`src/sas_regs.svh`:
```
// register offsets, field positions, reset values and timing counts for the converter sequencer
`ifndef SAS_REGS_SVH
`define SAS_REGS_SVH

// ----------------------------------------------------------------
// register byte offsets
// ----------------------------------------------------------------
`define SAS_CTRL0_OFF    12'h000
`define SAS_CTRL1_OFF    12'h004
`define SAS_TCFG_OFF     12'h008
`define SAS_RESH_OFF     12'h00C
`define SAS_RESL_OFF     12'h010
`define SAS_STAT_OFF     12'h014

// ----------------------------------------------------------------
// field positions
// ----------------------------------------------------------------
`define SAS_EN_BIT       0
`define SAS_GO_BIT       1
`define SAS_CHS_LSB      2
`define SAS_CHS_MSB      5
`define SAS_PCFG_LSB     0
`define SAS_PCFG_MSB     3
`define SAS_VCFG_LSB     4
`define SAS_VCFG_MSB     5
`define SAS_CS_LSB       0
`define SAS_CS_MSB       2
`define SAS_ACQ_LSB      3
`define SAS_ACQ_MSB      5
`define SAS_FMT_BIT      7
`define SAS_DONE_BIT     0

// ----------------------------------------------------------------
// reset values
// ----------------------------------------------------------------
`define SAS_CTRL0_RST    8'h00
`define SAS_CTRL1_RST    8'h00
`define SAS_TCFG_RST     8'h00

// ----------------------------------------------------------------
// timing counts
// ----------------------------------------------------------------
`define SAS_CONV_TADS    5'd13
`define SAS_WAIT_TCY     2
`define SAS_TCY_CLKS     4
`define SAS_DISCH_CLKS   4'd2

`endif

```
`src/sas_pkg.sv`:
```
// types shared by the converter sequencer
package sas_pkg;
  typedef enum logic [2:0] {
    SAS_IDLE,
    SAS_DISCH,
    SAS_ACQ,
    SAS_DELAY,
    SAS_CONV,
    SAS_WAIT
  } sas_state_e;
endpackage

```
`src/sas_tad_gen.sv`:
```
// conversion bit period tick generator from oscillator divider or rc clock input
`include "sas_regs.svh"
module sas_tad_gen
  import sas_pkg::*;
(
  // clock and reset
  input  wire logic       pclk,
  input  wire logic       presetn,
  // control
  input  wire logic       run,
  input  wire logic [2:0] clk_sel,
  input  wire logic       rc_tick,
  // tick out
  output logic            tad_tick
);
  logic [6:0] cnt_r;
  logic [6:0] div_w;
  logic       rc_sel_w;
  logic       wrap_w;

  // --------------------------------------------------------------
  // divider decode: bit 2 selects the doubling
  // --------------------------------------------------------------
  assign rc_sel_w = (clk_sel[1:0] == 2'b11);
  assign div_w    = 7'h02 << {clk_sel[1:0], clk_sel[2]};
  assign wrap_w   = (cnt_r == div_w - 7'h01);

  always_ff @(posedge pclk or negedge presetn) begin
    if (!presetn) begin
      cnt_r <= 7'h00;
    end else if (!run || wrap_w) begin
      cnt_r <= 7'h00;
    end else begin
      cnt_r <= cnt_r + 7'h01;
    end
  end

  assign tad_tick = run && (rc_sel_w ? rc_tick : wrap_w);
endmodule

```
`src/sas_sar.sv`:
```
// successive approximation register, one bit decided per step
module sas_sar
  import sas_pkg::*;
#(
  parameter int WIDTH = 12
)
(
  // clock and reset
  input  wire logic             pclk,
  input  wire logic             presetn,
  // control
  input  wire logic             start,
  input  wire logic             step,
  input  wire logic             cmp_hi,
  // trial and result
  output logic [WIDTH-1:0]      trial,
  output logic                  last
);
  logic [WIDTH-1:0] val_r;
  logic [WIDTH-1:0] mask_r;

  assign trial = val_r | mask_r;
  assign last  = mask_r[0];

  // --------------------------------------------------------------
  // keep trial bit when the held input is at or above it
  // --------------------------------------------------------------
  always_ff @(posedge pclk or negedge presetn) begin
    if (!presetn) begin
      val_r  <= '0;
      mask_r <= '0;
    end else if (start) begin
      val_r  <= '0;
      mask_r <= {1'b1, {(WIDTH-1){1'b0}}};
    end else if (step && mask_r != '0) begin
      val_r  <= cmp_hi ? trial : val_r;
      mask_r <= mask_r >> 1;
    end
  end
endmodule

```
`src/sas_sequencer.sv`:
```
// top of the converter sequencer: apb registers, acquisition and conversion control
//
// Notes on behaviour
// - reset disables converter, aborts any conversion
// - done loads result, clears go, sets flag
// - acquisition field bits 5:3 selects 2-20 periods
// - programmed acquisition then conversion starts automatically
// - manual mode converts on go after discharge and a one instruction delay
// - acquisition field resets to manual zero
// - two instruction cycles wait, then resample
// - no status shows acquisition or conversion phase
// - conversion takes thirteen bit periods
// - clock select encodes divider or rc
// - rc clock keeps converting during sleep
// - sample-and-hold resolved by successive approximation
// - clearing go aborts, result kept
// - manual start delayed by one instruction
// - holding capacitor discharged after go, before acquisition or the manual delay
// - port pins configurable analog or digital
// - reference selects supply rails or pins
// - special trigger sets go only when enabled
//
// The APB interface to the registers and the placing of the registers were decided locally.
`include "sas_regs.svh"
module sas_sequencer
  import sas_pkg::*;
#(
  parameter int RES_W = 12
)
(
  // apb slave
  input  wire logic        pclk,
  input  wire logic        presetn,
  input  wire logic        psel,
  input  wire logic        penable,
  input  wire logic        pwrite,
  input  wire logic [11:0] paddr,
  input  wire logic [31:0] pwdata,
  output logic [31:0]      prdata,
  output logic             pready,
  output logic             pslverr,
  // system events
  input  wire logic        special_trig,
  input  wire logic        rc_tick,
  input  wire logic        cmp_hi,
  // analog side
  output logic             analog_en,
  output logic             sample_on,
  output logic             discharge_on,
  output logic [3:0]       channel_sel,
  output logic [RES_W-1:0] dac_trial,
  output logic [3:0]       pin_cfg,
  output logic [1:0]       vref_sel,
  output logic             conversion_done_irq_flag
);
  logic [7:0]       ctrl0_r;
  logic [7:0]       ctrl1_r;
  logic [7:0]       tcfg_r;
  logic [RES_W-1:0] res_r;
  logic             go_r;
  sas_state_e       st_r;
  sas_state_e       st_nxt;
  logic [4:0]       tad_cnt_r;
  logic [3:0]       clk_cnt_r;
  logic [31:0]      prdata_nxt;
  logic             tad_tick;
  logic [RES_W-1:0] sar_trial;
  logic             phase_new_r;
  logic [4:0]       conv_ticks_r;

  // --------------------------------------------------------------
  // apb decode
  // --------------------------------------------------------------
  wire        acc_w    = psel && penable;
  wire        wr_w     = acc_w && pwrite;
  wire        wr_c0_w  = wr_w && paddr == `SAS_CTRL0_OFF;
  wire        wr_c1_w  = wr_w && paddr == `SAS_CTRL1_OFF;
  wire        wr_tc_w  = wr_w && paddr == `SAS_TCFG_OFF;
  wire        wr_rh_w  = wr_w && paddr == `SAS_RESH_OFF;
  wire        wr_rl_w  = wr_w && paddr == `SAS_RESL_OFF;
  wire        wr_st_w  = wr_w && paddr == `SAS_STAT_OFF;
  wire        mapped_w = paddr == `SAS_CTRL0_OFF || paddr == `SAS_CTRL1_OFF || paddr == `SAS_TCFG_OFF ||
                         paddr == `SAS_RESH_OFF || paddr == `SAS_RESL_OFF || paddr == `SAS_STAT_OFF;
  wire        en_w     = ctrl0_r[`SAS_EN_BIT];
  wire [2:0]  acq_w    = tcfg_r[`SAS_ACQ_MSB:`SAS_ACQ_LSB];
  wire        fmt_w    = tcfg_r[`SAS_FMT_BIT];
  wire        wgo_w    = pwdata[`SAS_GO_BIT];
  wire        busy_w   = st_r != SAS_IDLE && st_r != SAS_WAIT;
  wire        tad_run_w = busy_w && !phase_new_r;
  wire [15:0] res16_w  = fmt_w ? {4'h0, res_r} : {res_r, 4'h0};

  // acquisition length: 0,2,4,6,8,12,16,20 periods
  wire [4:0]  acq_len_w = (acq_w == 3'h5) ? 5'd12 : (acq_w == 3'h6) ? 5'd16 :
                          (acq_w == 3'h7) ? 5'd20 : {1'b0, acq_w, 1'b0};

  // go set by software or by trigger only when enabled
  wire        trig_go_w = special_trig && en_w;
  wire        sw_go_w   = wr_c0_w && wgo_w && en_w && pwdata[`SAS_EN_BIT];
  wire        sw_clr_w  = wr_c0_w && !wgo_w;
  wire        start_w   = (trig_go_w || sw_go_w) && !go_r;
  wire        done_w    = st_r == SAS_CONV && tad_tick && tad_cnt_r == `SAS_CONV_TADS - 5'd1;
  wire        abort_w   = busy_w && (sw_clr_w || !en_w);

  // wait length: two instruction cycles in pclk
  localparam logic [3:0] WAIT_CLKS = 4'(`SAS_WAIT_TCY * `SAS_TCY_CLKS);

  always_comb begin
    unique case (addr_sel(paddr))
      3'd0:    prdata_nxt = {24'h0, ctrl0_r[7:2], go_r, en_w};
      3'd1:    prdata_nxt = {24'h0, ctrl1_r};
      3'd2:    prdata_nxt = {24'h0, tcfg_r};
      3'd3:    prdata_nxt = {24'h0, res16_w[15:8]};
      3'd4:    prdata_nxt = {24'h0, res16_w[7:0]};
      3'd5:    prdata_nxt = {31'h0, conversion_done_irq_flag};
      default: prdata_nxt = 32'h0;
    endcase
  end

  function automatic logic [2:0] addr_sel(input logic [11:0] a);
    addr_sel = (a == `SAS_CTRL0_OFF) ? 3'd0 : (a == `SAS_CTRL1_OFF) ? 3'd1 :
               (a == `SAS_TCFG_OFF) ? 3'd2 : (a == `SAS_RESH_OFF) ? 3'd3 :
               (a == `SAS_RESL_OFF) ? 3'd4 : (a == `SAS_STAT_OFF) ? 3'd5 : 3'd7;
  endfunction

  // --------------------------------------------------------------
  // sequencer state machine
  // --------------------------------------------------------------
  always_comb begin
    st_nxt = st_r;
    unique case (st_r)
      SAS_IDLE:  if (start_w || go_r) st_nxt = SAS_DISCH;
      SAS_DISCH: if (clk_cnt_r == `SAS_DISCH_CLKS - 4'd1)
                   st_nxt = (acq_w == 3'h0) ? SAS_DELAY : SAS_ACQ;
      SAS_ACQ:   if (tad_tick && tad_cnt_r == acq_len_w - 5'd1) st_nxt = SAS_CONV;
      SAS_DELAY: if (clk_cnt_r == 4'(`SAS_TCY_CLKS - 1)) st_nxt = SAS_CONV;
      SAS_CONV:  if (done_w) st_nxt = SAS_WAIT;
      SAS_WAIT:  if (clk_cnt_r == WAIT_CLKS - 4'd1) st_nxt = SAS_IDLE;
      default:   st_nxt = SAS_IDLE;
    endcase
    if (abort_w) st_nxt = SAS_WAIT;
  end

  always_ff @(posedge pclk or negedge presetn) begin
    if (!presetn) begin
      st_r <= SAS_IDLE;
    end else begin
      st_r <= st_nxt;
    end
  end

  // phase counters
  always_ff @(posedge pclk or negedge presetn) begin
    if (!presetn) begin
      tad_cnt_r <= 5'd0;
      clk_cnt_r <= 4'd0;
    end else if (st_nxt != st_r) begin
      tad_cnt_r <= 5'd0;
      clk_cnt_r <= 4'd0;
    end else begin
      tad_cnt_r <= tad_tick ? tad_cnt_r + 5'd1 : tad_cnt_r;
      clk_cnt_r <= clk_cnt_r + 4'd1;
    end
  end

  // restart the bit period divider so every phase gets whole periods when the divider, not rc, is selected
  always_ff @(posedge pclk or negedge presetn) begin
    if (!presetn) begin
      phase_new_r <= 1'b0;
    end else begin
      phase_new_r <= st_nxt != st_r;
    end
  end

  // bit periods seen in the current conversion, for the length check
  always_ff @(posedge pclk or negedge presetn) begin
    if (!presetn) begin
      conv_ticks_r <= 5'd0;
    end else if (st_r != SAS_CONV) begin
      conv_ticks_r <= 5'd0;
    end else if (tad_tick) begin
      conv_ticks_r <= conv_ticks_r + 5'd1;
    end
  end

  // --------------------------------------------------------------
  // registers
  // --------------------------------------------------------------
  always_ff @(posedge pclk or negedge presetn) begin
    if (!presetn) begin
      ctrl0_r <= `SAS_CTRL0_RST;
      ctrl1_r <= `SAS_CTRL1_RST;
      tcfg_r  <= `SAS_TCFG_RST;
    end else begin
      if (wr_c0_w) ctrl0_r <= {2'b00, pwdata[5:2], 1'b0, pwdata[0]};
      if (wr_c1_w) ctrl1_r <= {2'b00, pwdata[5:0]};
      if (wr_tc_w) tcfg_r  <= {pwdata[7], 1'b0, pwdata[5:0]};
    end
  end

  // go flag: set wins over completion clear
  always_ff @(posedge pclk or negedge presetn) begin
    if (!presetn) begin
      go_r <= 1'b0;
    end else if (start_w) begin
      go_r <= 1'b1;
    end else if (done_w || sw_clr_w || !en_w) begin
      go_r <= 1'b0;
    end
  end

  // result and done flag; set wins over software clear
  always_ff @(posedge pclk or negedge presetn) begin
    if (!presetn) begin
      res_r                    <= '0;
      conversion_done_irq_flag <= 1'b0;
    end else begin
      if (done_w && !abort_w) begin
        res_r <= sar_trial;
      end else if (wr_rh_w) begin
        res_r <= fmt_w ? {pwdata[3:0], res_r[7:0]} : {pwdata[7:0], res_r[3:0]};
      end else if (wr_rl_w) begin
        res_r <= fmt_w ? {res_r[11:8], pwdata[7:0]} : {res_r[11:4], pwdata[7:4]};
      end
      if (done_w && !abort_w) begin
        conversion_done_irq_flag <= 1'b1;
      end else if (wr_st_w && pwdata[`SAS_DONE_BIT]) begin
        conversion_done_irq_flag <= 1'b0;
      end
    end
  end

  // apb answer and analog outputs, all registered
  always_ff @(posedge pclk or negedge presetn) begin
    if (!presetn) begin
      prdata       <= 32'h0;
      pready       <= 1'b0;
      pslverr      <= 1'b0;
      analog_en    <= 1'b0;
      sample_on    <= 1'b0;
      discharge_on <= 1'b0;
      channel_sel  <= 4'h0;
      dac_trial    <= '0;
      pin_cfg      <= 4'h0;
      vref_sel     <= 2'h0;
    end else begin
      prdata       <= (psel && !penable && !pwrite) ? prdata_nxt : prdata;
      pready       <= psel && !penable;
      pslverr      <= psel && !penable && !mapped_w;
      analog_en    <= en_w;
      sample_on    <= en_w && (st_nxt == SAS_IDLE || st_nxt == SAS_ACQ);
      discharge_on <= st_nxt == SAS_DISCH;
      channel_sel  <= ctrl0_r[`SAS_CHS_MSB:`SAS_CHS_LSB];
      dac_trial    <= sar_trial;
      pin_cfg      <= ctrl1_r[`SAS_PCFG_MSB:`SAS_PCFG_LSB];
      vref_sel     <= ctrl1_r[`SAS_VCFG_MSB:`SAS_VCFG_LSB];
    end
  end

  // --------------------------------------------------------------
  // submodules
  // --------------------------------------------------------------
  sas_tad_gen u_tad (
    .pclk     (pclk),
    .presetn  (presetn),
    .run      (tad_run_w),
    .clk_sel  (tcfg_r[`SAS_CS_MSB:`SAS_CS_LSB]),
    .rc_tick  (rc_tick),
    .tad_tick (tad_tick)
  );

  sas_sar #(.WIDTH(RES_W)) u_sar (
    .pclk    (pclk),
    .presetn (presetn),
    .start   (st_r != SAS_CONV && st_nxt == SAS_CONV),
    .step    (st_r == SAS_CONV && tad_tick && tad_cnt_r < 5'(RES_W)),
    .cmp_hi  (cmp_hi),
    .trial   (sar_trial),
    .last    ()
  );

  // --------------------------------------------------------------
  // assertions
  // --------------------------------------------------------------
  done_clears_go_a: assert property (@(posedge pclk) disable iff (!presetn)
    done_w && !abort_w && !start_w |=> !go_r && conversion_done_irq_flag)
    else $error("go not cleared or flag not set at completion");
  done_loads_res_a: assert property (@(posedge pclk) disable iff (!presetn)
    done_w && !abort_w |=> res_r == $past(sar_trial))
    else $error("result not loaded at completion");
  abort_keeps_a: assert property (@(posedge pclk) disable iff (!presetn)
    abort_w && !wr_rh_w && !wr_rl_w |=> $stable(res_r) && st_r == SAS_WAIT)
    else $error("abort changed result or state");
  manual_delay_a: assert property (@(posedge pclk) disable iff (!presetn)
    st_r == SAS_DELAY && st_nxt == SAS_CONV |-> $past(st_r, 3) == SAS_DELAY && $past(st_r, 4) == SAS_DISCH)
    else $error("manual start delay wrong");
  wait_len_a: assert property (@(posedge pclk) disable iff (!presetn)
    $rose(st_r == SAS_WAIT) |-> (st_r == SAS_WAIT) [*8] ##1 st_r == SAS_IDLE)
    else $error("restart wait not two instruction cycles");
  trig_off_a: assert property (@(posedge pclk) disable iff (!presetn)
    special_trig && !en_w && !go_r |=> !go_r)
    else $error("trigger accepted while disabled");
  disch_first_a: assert property (@(posedge pclk) disable iff (!presetn)
    st_r == SAS_IDLE && st_nxt != SAS_IDLE |=> st_r == SAS_DISCH)
    else $error("sample started without discharge");
  conv_len_a: assert property (@(posedge pclk) disable iff (!presetn)
    done_w |-> conv_ticks_r == 5'd12)
    else $error("conversion length not thirteen periods");
  acq_manual_a: assert property (@(posedge pclk) disable iff (!presetn)
    st_r == SAS_DISCH && acq_w == 3'h0 |-> st_nxt != SAS_ACQ)
    else $error("manual mode entered programmed acquisition");

  cov_done_c:   cover property (@(posedge pclk) disable iff (!presetn) done_w);
  cov_abort_c:  cover property (@(posedge pclk) disable iff (!presetn) abort_w);
  cov_acq_c:    cover property (@(posedge pclk) disable iff (!presetn) st_r == SAS_ACQ && st_nxt == SAS_CONV);
  cov_trig_c:   cover property (@(posedge pclk) disable iff (!presetn) trig_go_w && start_w);
endmodule

```
`config.mk`:
```
export PLATFORM = sky130hd
export DESIGN_NAME = sas_sequencer
export DESIGN_NICKNAME = d
export VERILOG_FILES = /design/src/sas_pkg.sv /design/src/sas_tad_gen.sv /design/src/sas_sar.sv /design/src/sas_sequencer.sv
export VERILOG_INCLUDE_DIRS = /design/src
export SDC_FILE = /design/constraint.sdc
export NUM_CORES = 1
export LEC_CHECK = 0
export BUFFER_PORTS_ARGS = -buffer_cell sky130_fd_sc_hd__buf_2
export CAP_MARGIN = 20
export CORE_ASPECT_RATIO = 0.75
export CORE_MARGIN = 3
export CORE_UTILIZATION = 55
export CTS_CLUSTER_SIZE = 28
export DETAILED_ROUTE_END_ITERATION = 7
export PLACE_DENSITY = 0.88
export RECOVER_POWER = 25
export SLEW_MARGIN = 20
export SYNTH_ARGS = -nofsm -noshare
export SYNTH_HDL_FRONTEND = slang
export SYNTH_SLANG_ARGS = --single-unit
export TNS_END_PERCENT = 10
```
`constraint.sdc`:
```
create_clock -name pclk -period 4.9 [get_ports pclk]
set_input_delay 0.735 -clock pclk [delete_from_list [all_inputs] [get_ports pclk]]
set_output_delay 0.735 -clock pclk [all_outputs]
set_load 0.02 [all_outputs]
```
### Yosys cells after proc, flatten, opt, wreduce, memory -nomap -nowiden

Index checks and enable logic that the tools add are counted.

* register bits after elaboration: 135
* bits of input ports: 52
* output and inout port bits: 60
* logic and storage cells: 175

* add/sub/neg operators: 5
* $lt $le $gt $ge: 1
* eq/ne operators: 33
* shift operators: 1
* muxes and demuxes: 39
* bitwise logic cells: 1
* reduce and logical (&&, ||, !) cells: 70

Operators with widths (count)
* 12-bit two-way mux: 8
* 8-bit one-hot mux with 6 select lines: 1
* 3-bit two-way mux: 11
* 1-bit logical AND: 30
* 5-bit two-way mux: 5
* 12-bit by 4-bit equality test with 1-bit output (second input constant): 2
* 12-bit by 5-bit equality test with 1-bit output (second input constant): 2
* 3-bit equality test (second input constant): 8
* 3-bit one-hot mux with 6 select lines: 1
* 16-bit two-way mux: 1
* 8-bit two-way mux: 2
* 3-bit by 2-bit equality test with 1-bit output (second input constant): 5
* 2-bit nonzero test: 7
* 12-bit by 3-bit equality test with 1-bit output (second input constant): 1
* 12-bit logical NOT: 1
* 3-bit logical NOT: 4
* 1-bit logical OR: 12
* 12-bit OR: 1
* 12-bit nonzero test: 1
* 3-bit by 1-bit equality test with 1-bit output (second input constant): 3
* 1-bit logical NOT: 9
* 3-bit nonzero test: 3
* 7-bit by 1-bit adder with 7-bit output (second input constant): 1
* 7-bit equality test: 1
* 22 further kinds: 30

### Logic depth before layout (Yosys ltp)

* depth after elaboration: 16
* depth in mapped cells: 13
* depth with buffers taken out: 10

### By module

A second synthesis with hierarchy kept.

* cells, all modules: 566
* area, all modules: 5780.5 µm²

Modules (own cells, without submodules)
* sas_sequencer: instances 1, cells an instance 418, area each 4241.6 µm², seq. area each 2001.9 µm²
* sas_sar: instances 1, cells an instance 90, area each 1017.2 µm², seq. area each 600.6 µm²
* sas_tad_gen: instances 1, cells an instance 58, area each 521.8 µm², seq. area each 175.2 µm²

### Least setup slack after synthesis

OpenSTA, ideal clock, no wires.

* kind: reg2reg
* start: register tcfg_r[2]
* end: register res_r[10]
* setup time: 0.125 ns
* arrival time: 3.337 ns
* data required time: 4.775 ns
* setup slack: 1.438 ns
* stages on the path, launching flop included: 10
* buffers on the path: 1
* period minus slack after synthesis: 3.462 ns
* path through: dfrtp_1 or3_1 ha_1 or4b_2 o311ai_0 xnor2_1 a31oi_1 or4_1 clkbuf_1 mux2_2

* longest elaborated chain between the ends: 9
* elaborated cells between the ends (all ways): 10
* those cells by class: add/sub: 1; eq/ne: 1; shift: 1; mux: 2; reduce/logical: 5

RTL lines
* from (decl): line sas_sequencer.sv:58 `logic [7:0] tcfg_r;`
* from (signal assigned): line sas_sequencer.sv:192 `` tcfg_r <= `SAS_TCFG_RST; ``
* from (signal assigned): line sas_sequencer.sv:196 `if (wr_tc_w) tcfg_r <= {pwdata[7], 1'b0, pwdata[5:0]};`
* 2-bit by 3-bit << shifter with 7-bit output (*): line sas_tad_gen.sv:25 `assign div_w = 7'h02 << {clk_sel[1:0], clk_sel[2]};`
* 7-bit by 1-bit subtractor with 7-bit output (*): line sas_tad_gen.sv:26 `assign wrap_w = (cnt_r == div_w - 7'h01);`
* 7-bit equality test (*): line sas_tad_gen.sv:26
* 1-bit two-way mux (*): line sas_tad_gen.sv:38 `assign tad_tick = run && (rc_sel_w ? rc_tick : wrap_w);`
* 1-bit logical AND (*): line sas_tad_gen.sv:38
* 1-bit logical AND (*) (2 in a row): line sas_sequencer.sv:101 `` wire done_w = st_r == SAS_CONV && tad_tick && tad_cnt_r == `SAS_CONV_TADS - 5'd1; ``
* 1-bit logical AND (*): line sas_sequencer.sv:217 `if (done_w && !abort_w) begin`
* 12-bit two-way mux or 2-bit nonzero test (tied branches)
* to (signal assigned): line sas_sequencer.sv:218 `res_r <= sar_trial;`
* to (signal assigned): line sas_sequencer.sv:220 `res_r <= fmt_w ? {pwdata[3:0], res_r[7:0]} : {pwdata[7:0], res_r[3:0]};`
* to (signal assigned): line sas_sequencer.sv:222 `res_r <= fmt_w ? {res_r[11:8], pwdata[7:0]} : {res_r[11:4], pwdata[7:4]};`
* to (decl): line sas_sequencer.sv:59 `logic [RES_W-1:0] res_r;`

Mark *: on every way between the ends. The rest lies on a longest branch, timed or not.
A chain may end at the register's enable or synchronous reset.

### Final worst setup path

* start: register tcfg_r[1]
* end: register res_r[8]

* longest elaborated chain between the ends: 9
* elaborated cells between the ends (all ways): 11
* those cells by class: add/sub: 1; eq/ne: 2; shift: 1; mux: 2; reduce/logical: 5

RTL lines (line)
* 2-bit by 3-bit << shifter with 7-bit output: sas_tad_gen.sv:25
* 7-bit by 1-bit subtractor with 7-bit output: sas_tad_gen.sv:26
* 7-bit equality test: sas_tad_gen.sv:26
* 1-bit two-way mux (*): sas_tad_gen.sv:38
* 1-bit logical AND (*): sas_tad_gen.sv:38
* 1-bit logical AND (*) (2 in a row): sas_sequencer.sv:101
* 1-bit logical AND (*): sas_sequencer.sv:217
* 12-bit two-way mux or 2-bit nonzero test (tied branches)

Marks and branches as above.

==> impl.org <==
** Outcome
- The flow ran to the end, but the final reports show violations.
- Violated checks :: capacitance limit, slew limit

** Layout
- Proportion of layout cells with a drive suffix above 1 :: ~20%
- Finished Cell Area :: 6290 um^2
- Antenna cells :: 0
- Relative area change from synthesis to final layout :: 10.1%
- After the last flow step, the layout net total stands at 682.

** Synth
- Yosys synthesis warning count :: 0
- Summed over its instances, the top area cell type makes up 48.6% of the synthesized netlist area.
- Summing the sequential cell areas from Yosys gives 48.6% of the chip area.
- After synthesis, the mean cell area works out to slightly below 10 um^2.
- The synthesized design contains 0 enable-type register cells.
- Number of synthesized register bits :: between 100 and 150
- In the synthesized netlist, the cells that appear most often are 111 x sky130_fd_sc_hd__dfrtp_1, 62 x sky130_fd_sc_hd__nor2_1, 41 x sky130_fd_sc_hd__nand2_1.
- Mapped Area :: approximately 5700 um^2
- Leading register cell type out of synthesis :: sky130_fd_sc_hd__dfrtp_1
- The most common cell in the synthesized netlist is sky130_fd_sc_hd__dfrtp_1.
- Counting every instance in the synthesized netlist gives between 500 and 600.
- Async set or reset register ratio after synthesis :: 100%
- Sorting the synthesized cells by area gives the leading types as sky130_fd_sc_hd__dfrtp_1 49%, sky130_fd_sc_hd__mux2i_1 4.7%, sky130_fd_sc_hd__mux2_2 4.5%.
- The synthesized netlist contains ~60 unique library cells.
- Synth area leader :: sky130_fd_sc_hd__dfrtp_1

** Power
- Clock Power Share :: about a third
- Cell area power density :: about 360 nW/um^2
- Net switching is between 30% and 40% of the power.
- The analysis attributes to net switching a power of between 0.0007 and 0.0008 W.
- Across the VDD grid, the largest voltage drop is approximately 190 uV.
- Combinational logic is responsible for 20.3% of the overall power.
- Leakage power :: slightly above 3 nW
- Per report_power, the sequential group accounts for around 46% of the total.
- Internal power consumption :: around 0.0015 W

** Global route
- Global routing used between 20% and 30% of the available tracks across all layers.
- Number of global-route vias before repair :: 4410
- Residual overflow from global routing :: 0
- Initial antenna violation count :: 0
- The first global-routing pass estimated between 20000 and 25000 um of wire.
- Entering global routing, the biggest net connects 76 pins.

** Worst setup path
- STA puts the critical path data required time at 5.14 ns.
- Max incr delay on CP :: 0.95 ns
- Peak fanout along the critical path :: 21
- For this design, the slowest cell found on the critical path is sky130_fd_sc_hd__or4_1.
- Data arrival time at the worst-slack endpoint :: between 4 and 5 ns
- The setup path with the least slack is of type reg -> reg.
- Worst setup path startpoint :: tcfg_r[1]$_DFFE_PN0P_
- STA classifies the critical path startpoint as a register.
- The signal on the critical path passes through or3_1 > ha_1 > or4b_2 > o311ai_0 > xnor2_1 > a31oi_1 > or4_1 > mux2_2.
- Setup crit end kind :: register
- The worst register-to-register path begins at tcfg_r[1]$_DFFE_PN0P_.

** Timing
- Setup repair after global routing left no endpoint under its margin.
- Setup violations remaining at the end of the flow were counted as 0.
- Achievable clock frequency :: 0.243 GHz
- The tightest hold path in the finished design has a slack of just over 0.4 ns.
- The worst pin sits at a relative slew slack of -23.6%.
- Adding up every negative setup slack in the final design gives 0 ns.
- Counting I/O delays and the setup requirement, the final critical path takes slightly above 4 ns.
- On the final layout, the worst clock skew is roughly 0.0095 ns.
- Across all setup checks in the final design, the least slack found is just under 0.8 ns.
- The number of failing hold endpoints at the final stage is 0.
- Final cycle utilization of the critical path :: 83.9%
- Total count of max-transition violations in the final report :: 76
- Slew @ Worst Pin :: between 1.5 and 2 ns

** Die
- Placement Rows :: 31
- The die covers between 10000 and 15000 um^2.
- Ports :: 112
- The die is approximately 94 um tall.
- For this configuration, the core starts out at a cell density of 57.8%.
- Horizontal die dimension :: 124 um
- Placeable core region :: around 9900 um^2

** Hold path
- The startpoint identified for the worst hold timing path is ctrl0_r[3]$_DFFE_PN0N_.
- In this run the worst hold path is classified as reg -> reg.

** Clock tree
- The tree is rooted in a sky130_fd_sc_hd__clkbuf_16.
- Number of hold buffers added after CTS :: 0
- Number of CTS-inserted buffers :: 9
- Later-pin clock latency in the skew report :: 0.35 ns
- In this run the deepest clock path goes through 2 buffers.
- The H-tree was split into 3 levels.
- The tree built by TritonCTS fans out to 111 sinks.
- After clock tree synthesis, the clock-pin slew on the worst setup and hold paths is 0.08 ns.
- The number of setup buffers added after CTS is 0.
- Gates resized during post-CTS repair numbered 0.
- CTS tree :: done

** Flow run
- Max-cap violations :: 1

** Route
- Dividing the detail-routed via count by the number of cells gives 5.99.
- Total wirelength of the detailed-routed design :: approximately 14000 um
- Once detail routing completed, the nets flagged for antenna violations numbered 0.
- DRC marker count from the first detailed-route iteration :: 382
- After detailed routing, the number of remaining DRC violations is 0.
- Average wire per cell in the routed design :: ~18 um
- Via count :: around 4600
- Before antenna repair, the detailed router went through 5 iterations.

** Placement
- The congestion estimate from routability-driven global placement came to just under 0.9.
- Timing analysis after detailed placement gives a worst setup slack of around 0.90 ns.
- Summing all placed instances gives a cell area of about 6000 um^2.
- Detail Placement HPWL :: about 9700 um
- Input and output buffers added on the ports amount to 63.
-- cells in the final DEF, fill, tap and decap left out, types with 14 or more instances in the layout --
master / instances
sky130_fd_sc_hd__nand2_1: 41
sky130_fd_sc_hd__xnor2_1: 14
sky130_fd_sc_hd__nor2_1: 62
sky130_fd_sc_hd__a21oi_1: 37
sky130_fd_sc_hd__conb_1: 24
sky130_fd_sc_hd__o21ai_0: 21
sky130_fd_sc_hd__inv_1: 21
sky130_fd_sc_hd__mux2_2: 23
sky130_fd_sc_hd__buf_2: 61
sky130_fd_sc_hd__mux2i_1: 27
sky130_fd_sc_hd__nor3_1: 18
sky130_fd_sc_hd__dfrtp_1: 111
-- final cells by class --
class                      count  area [um^2]
tap                          132          165
sequential                   111         2780
clock inverter                 5         63.8
fill                         792         3600
clock buffer                  11          243
inverter                      21         78.8
multi-input combinational    415         2640
timing repair buffer          65          329
-- final timing paths --
kind                                                    end  cells past startpoint  slack, ns
worst max-delay path                   res_r[8]$_DFFE_PN0P_                      8       0.79
worst min-delay path               channel_sel[1]$_DFF_PN0_                      0       0.41
worst max register to register         res_r[8]$_DFFE_PN0P_                      8       0.79
worst min register to register     channel_sel[1]$_DFF_PN0_                      0       0.41
max in group asynchronous       u_sar.mask_r[4]$_DFFE_PN0P_                      2       2.68
min in group asynchronous          channel_sel[0]$_DFF_PN0_                      1       0.89
-- power by group through the flow --
stage | Clock (W) | Combinational (W) | Sequential, W
2_1_floorplan | 0 | 0.000343 | 0.00104
3_3_place_gp | 0 | 0.000433 | 0.00105
3_5_place_dp | 0 | 0.000450 | 0.00105
4_1_cts | 0.000760 | 0.000454 | 0.00103
5_1_grt | 0.000794 | 0.000507 | 0.00104
6_report | 0.000757 | 0.000456 | 0.00104
-- critical path: cells and delay by family, from the launching register on --
family	cells	cell delay (ns)
DFF	1	0.52
AOI/OAI and AO/OA	2	0.44
adders and majority gates	1	0.28
xor gates and xnor gates	1	0.25
muxes	1	0.42
and+or+nand+nor	3	2.07
-- per-stage QoR --
stage	util, %	power (W)	std cells
finish	63.6	0.00225	760
global route	63.6	0.00234	760
CTS	63.7	0.00225	760
detailed placement	60.6	0.00150	744
global placement	60.6	0.00148	744
floorplan	-	0.00138	598
-- logic make-up after synthesis --
group,Yosys count,synth area share (%)
AND/OR/NAND/NOR,206,18.5
flip-flops,111,48.6
AO/OA/AOI/OAI,106,11.7
buffers and inverters,72,6.81
multiplexers,52,9.78
XOR/XNOR,20,3.06
adder cells (fa/ha/maj),7,1.53
other,1,0.0656
-- per-layer routing --
metal | part of all wire [%] | wire, um | track usage, %
met4 | 2.0 | 274 | 7.74
met3 | 7.0 | 958 | 4.70
met5 | 0 | 0 | 0
met2 | 49 | 6690 | 39.4
met1 | 43 | 5860 | 33.7
-- registers in the layout (all words and copies together), names as in the netlist, 6 cells and up --
signal	cells
ctrl1_r	6
u_sar.mask_r	12
res_r	12
u_sar.val_r	12
dac_trial	12
u_tad.cnt_r	7
prdata	8
tcfg_r	7
No activity file was read; power rests on OpenSTA's default activity.
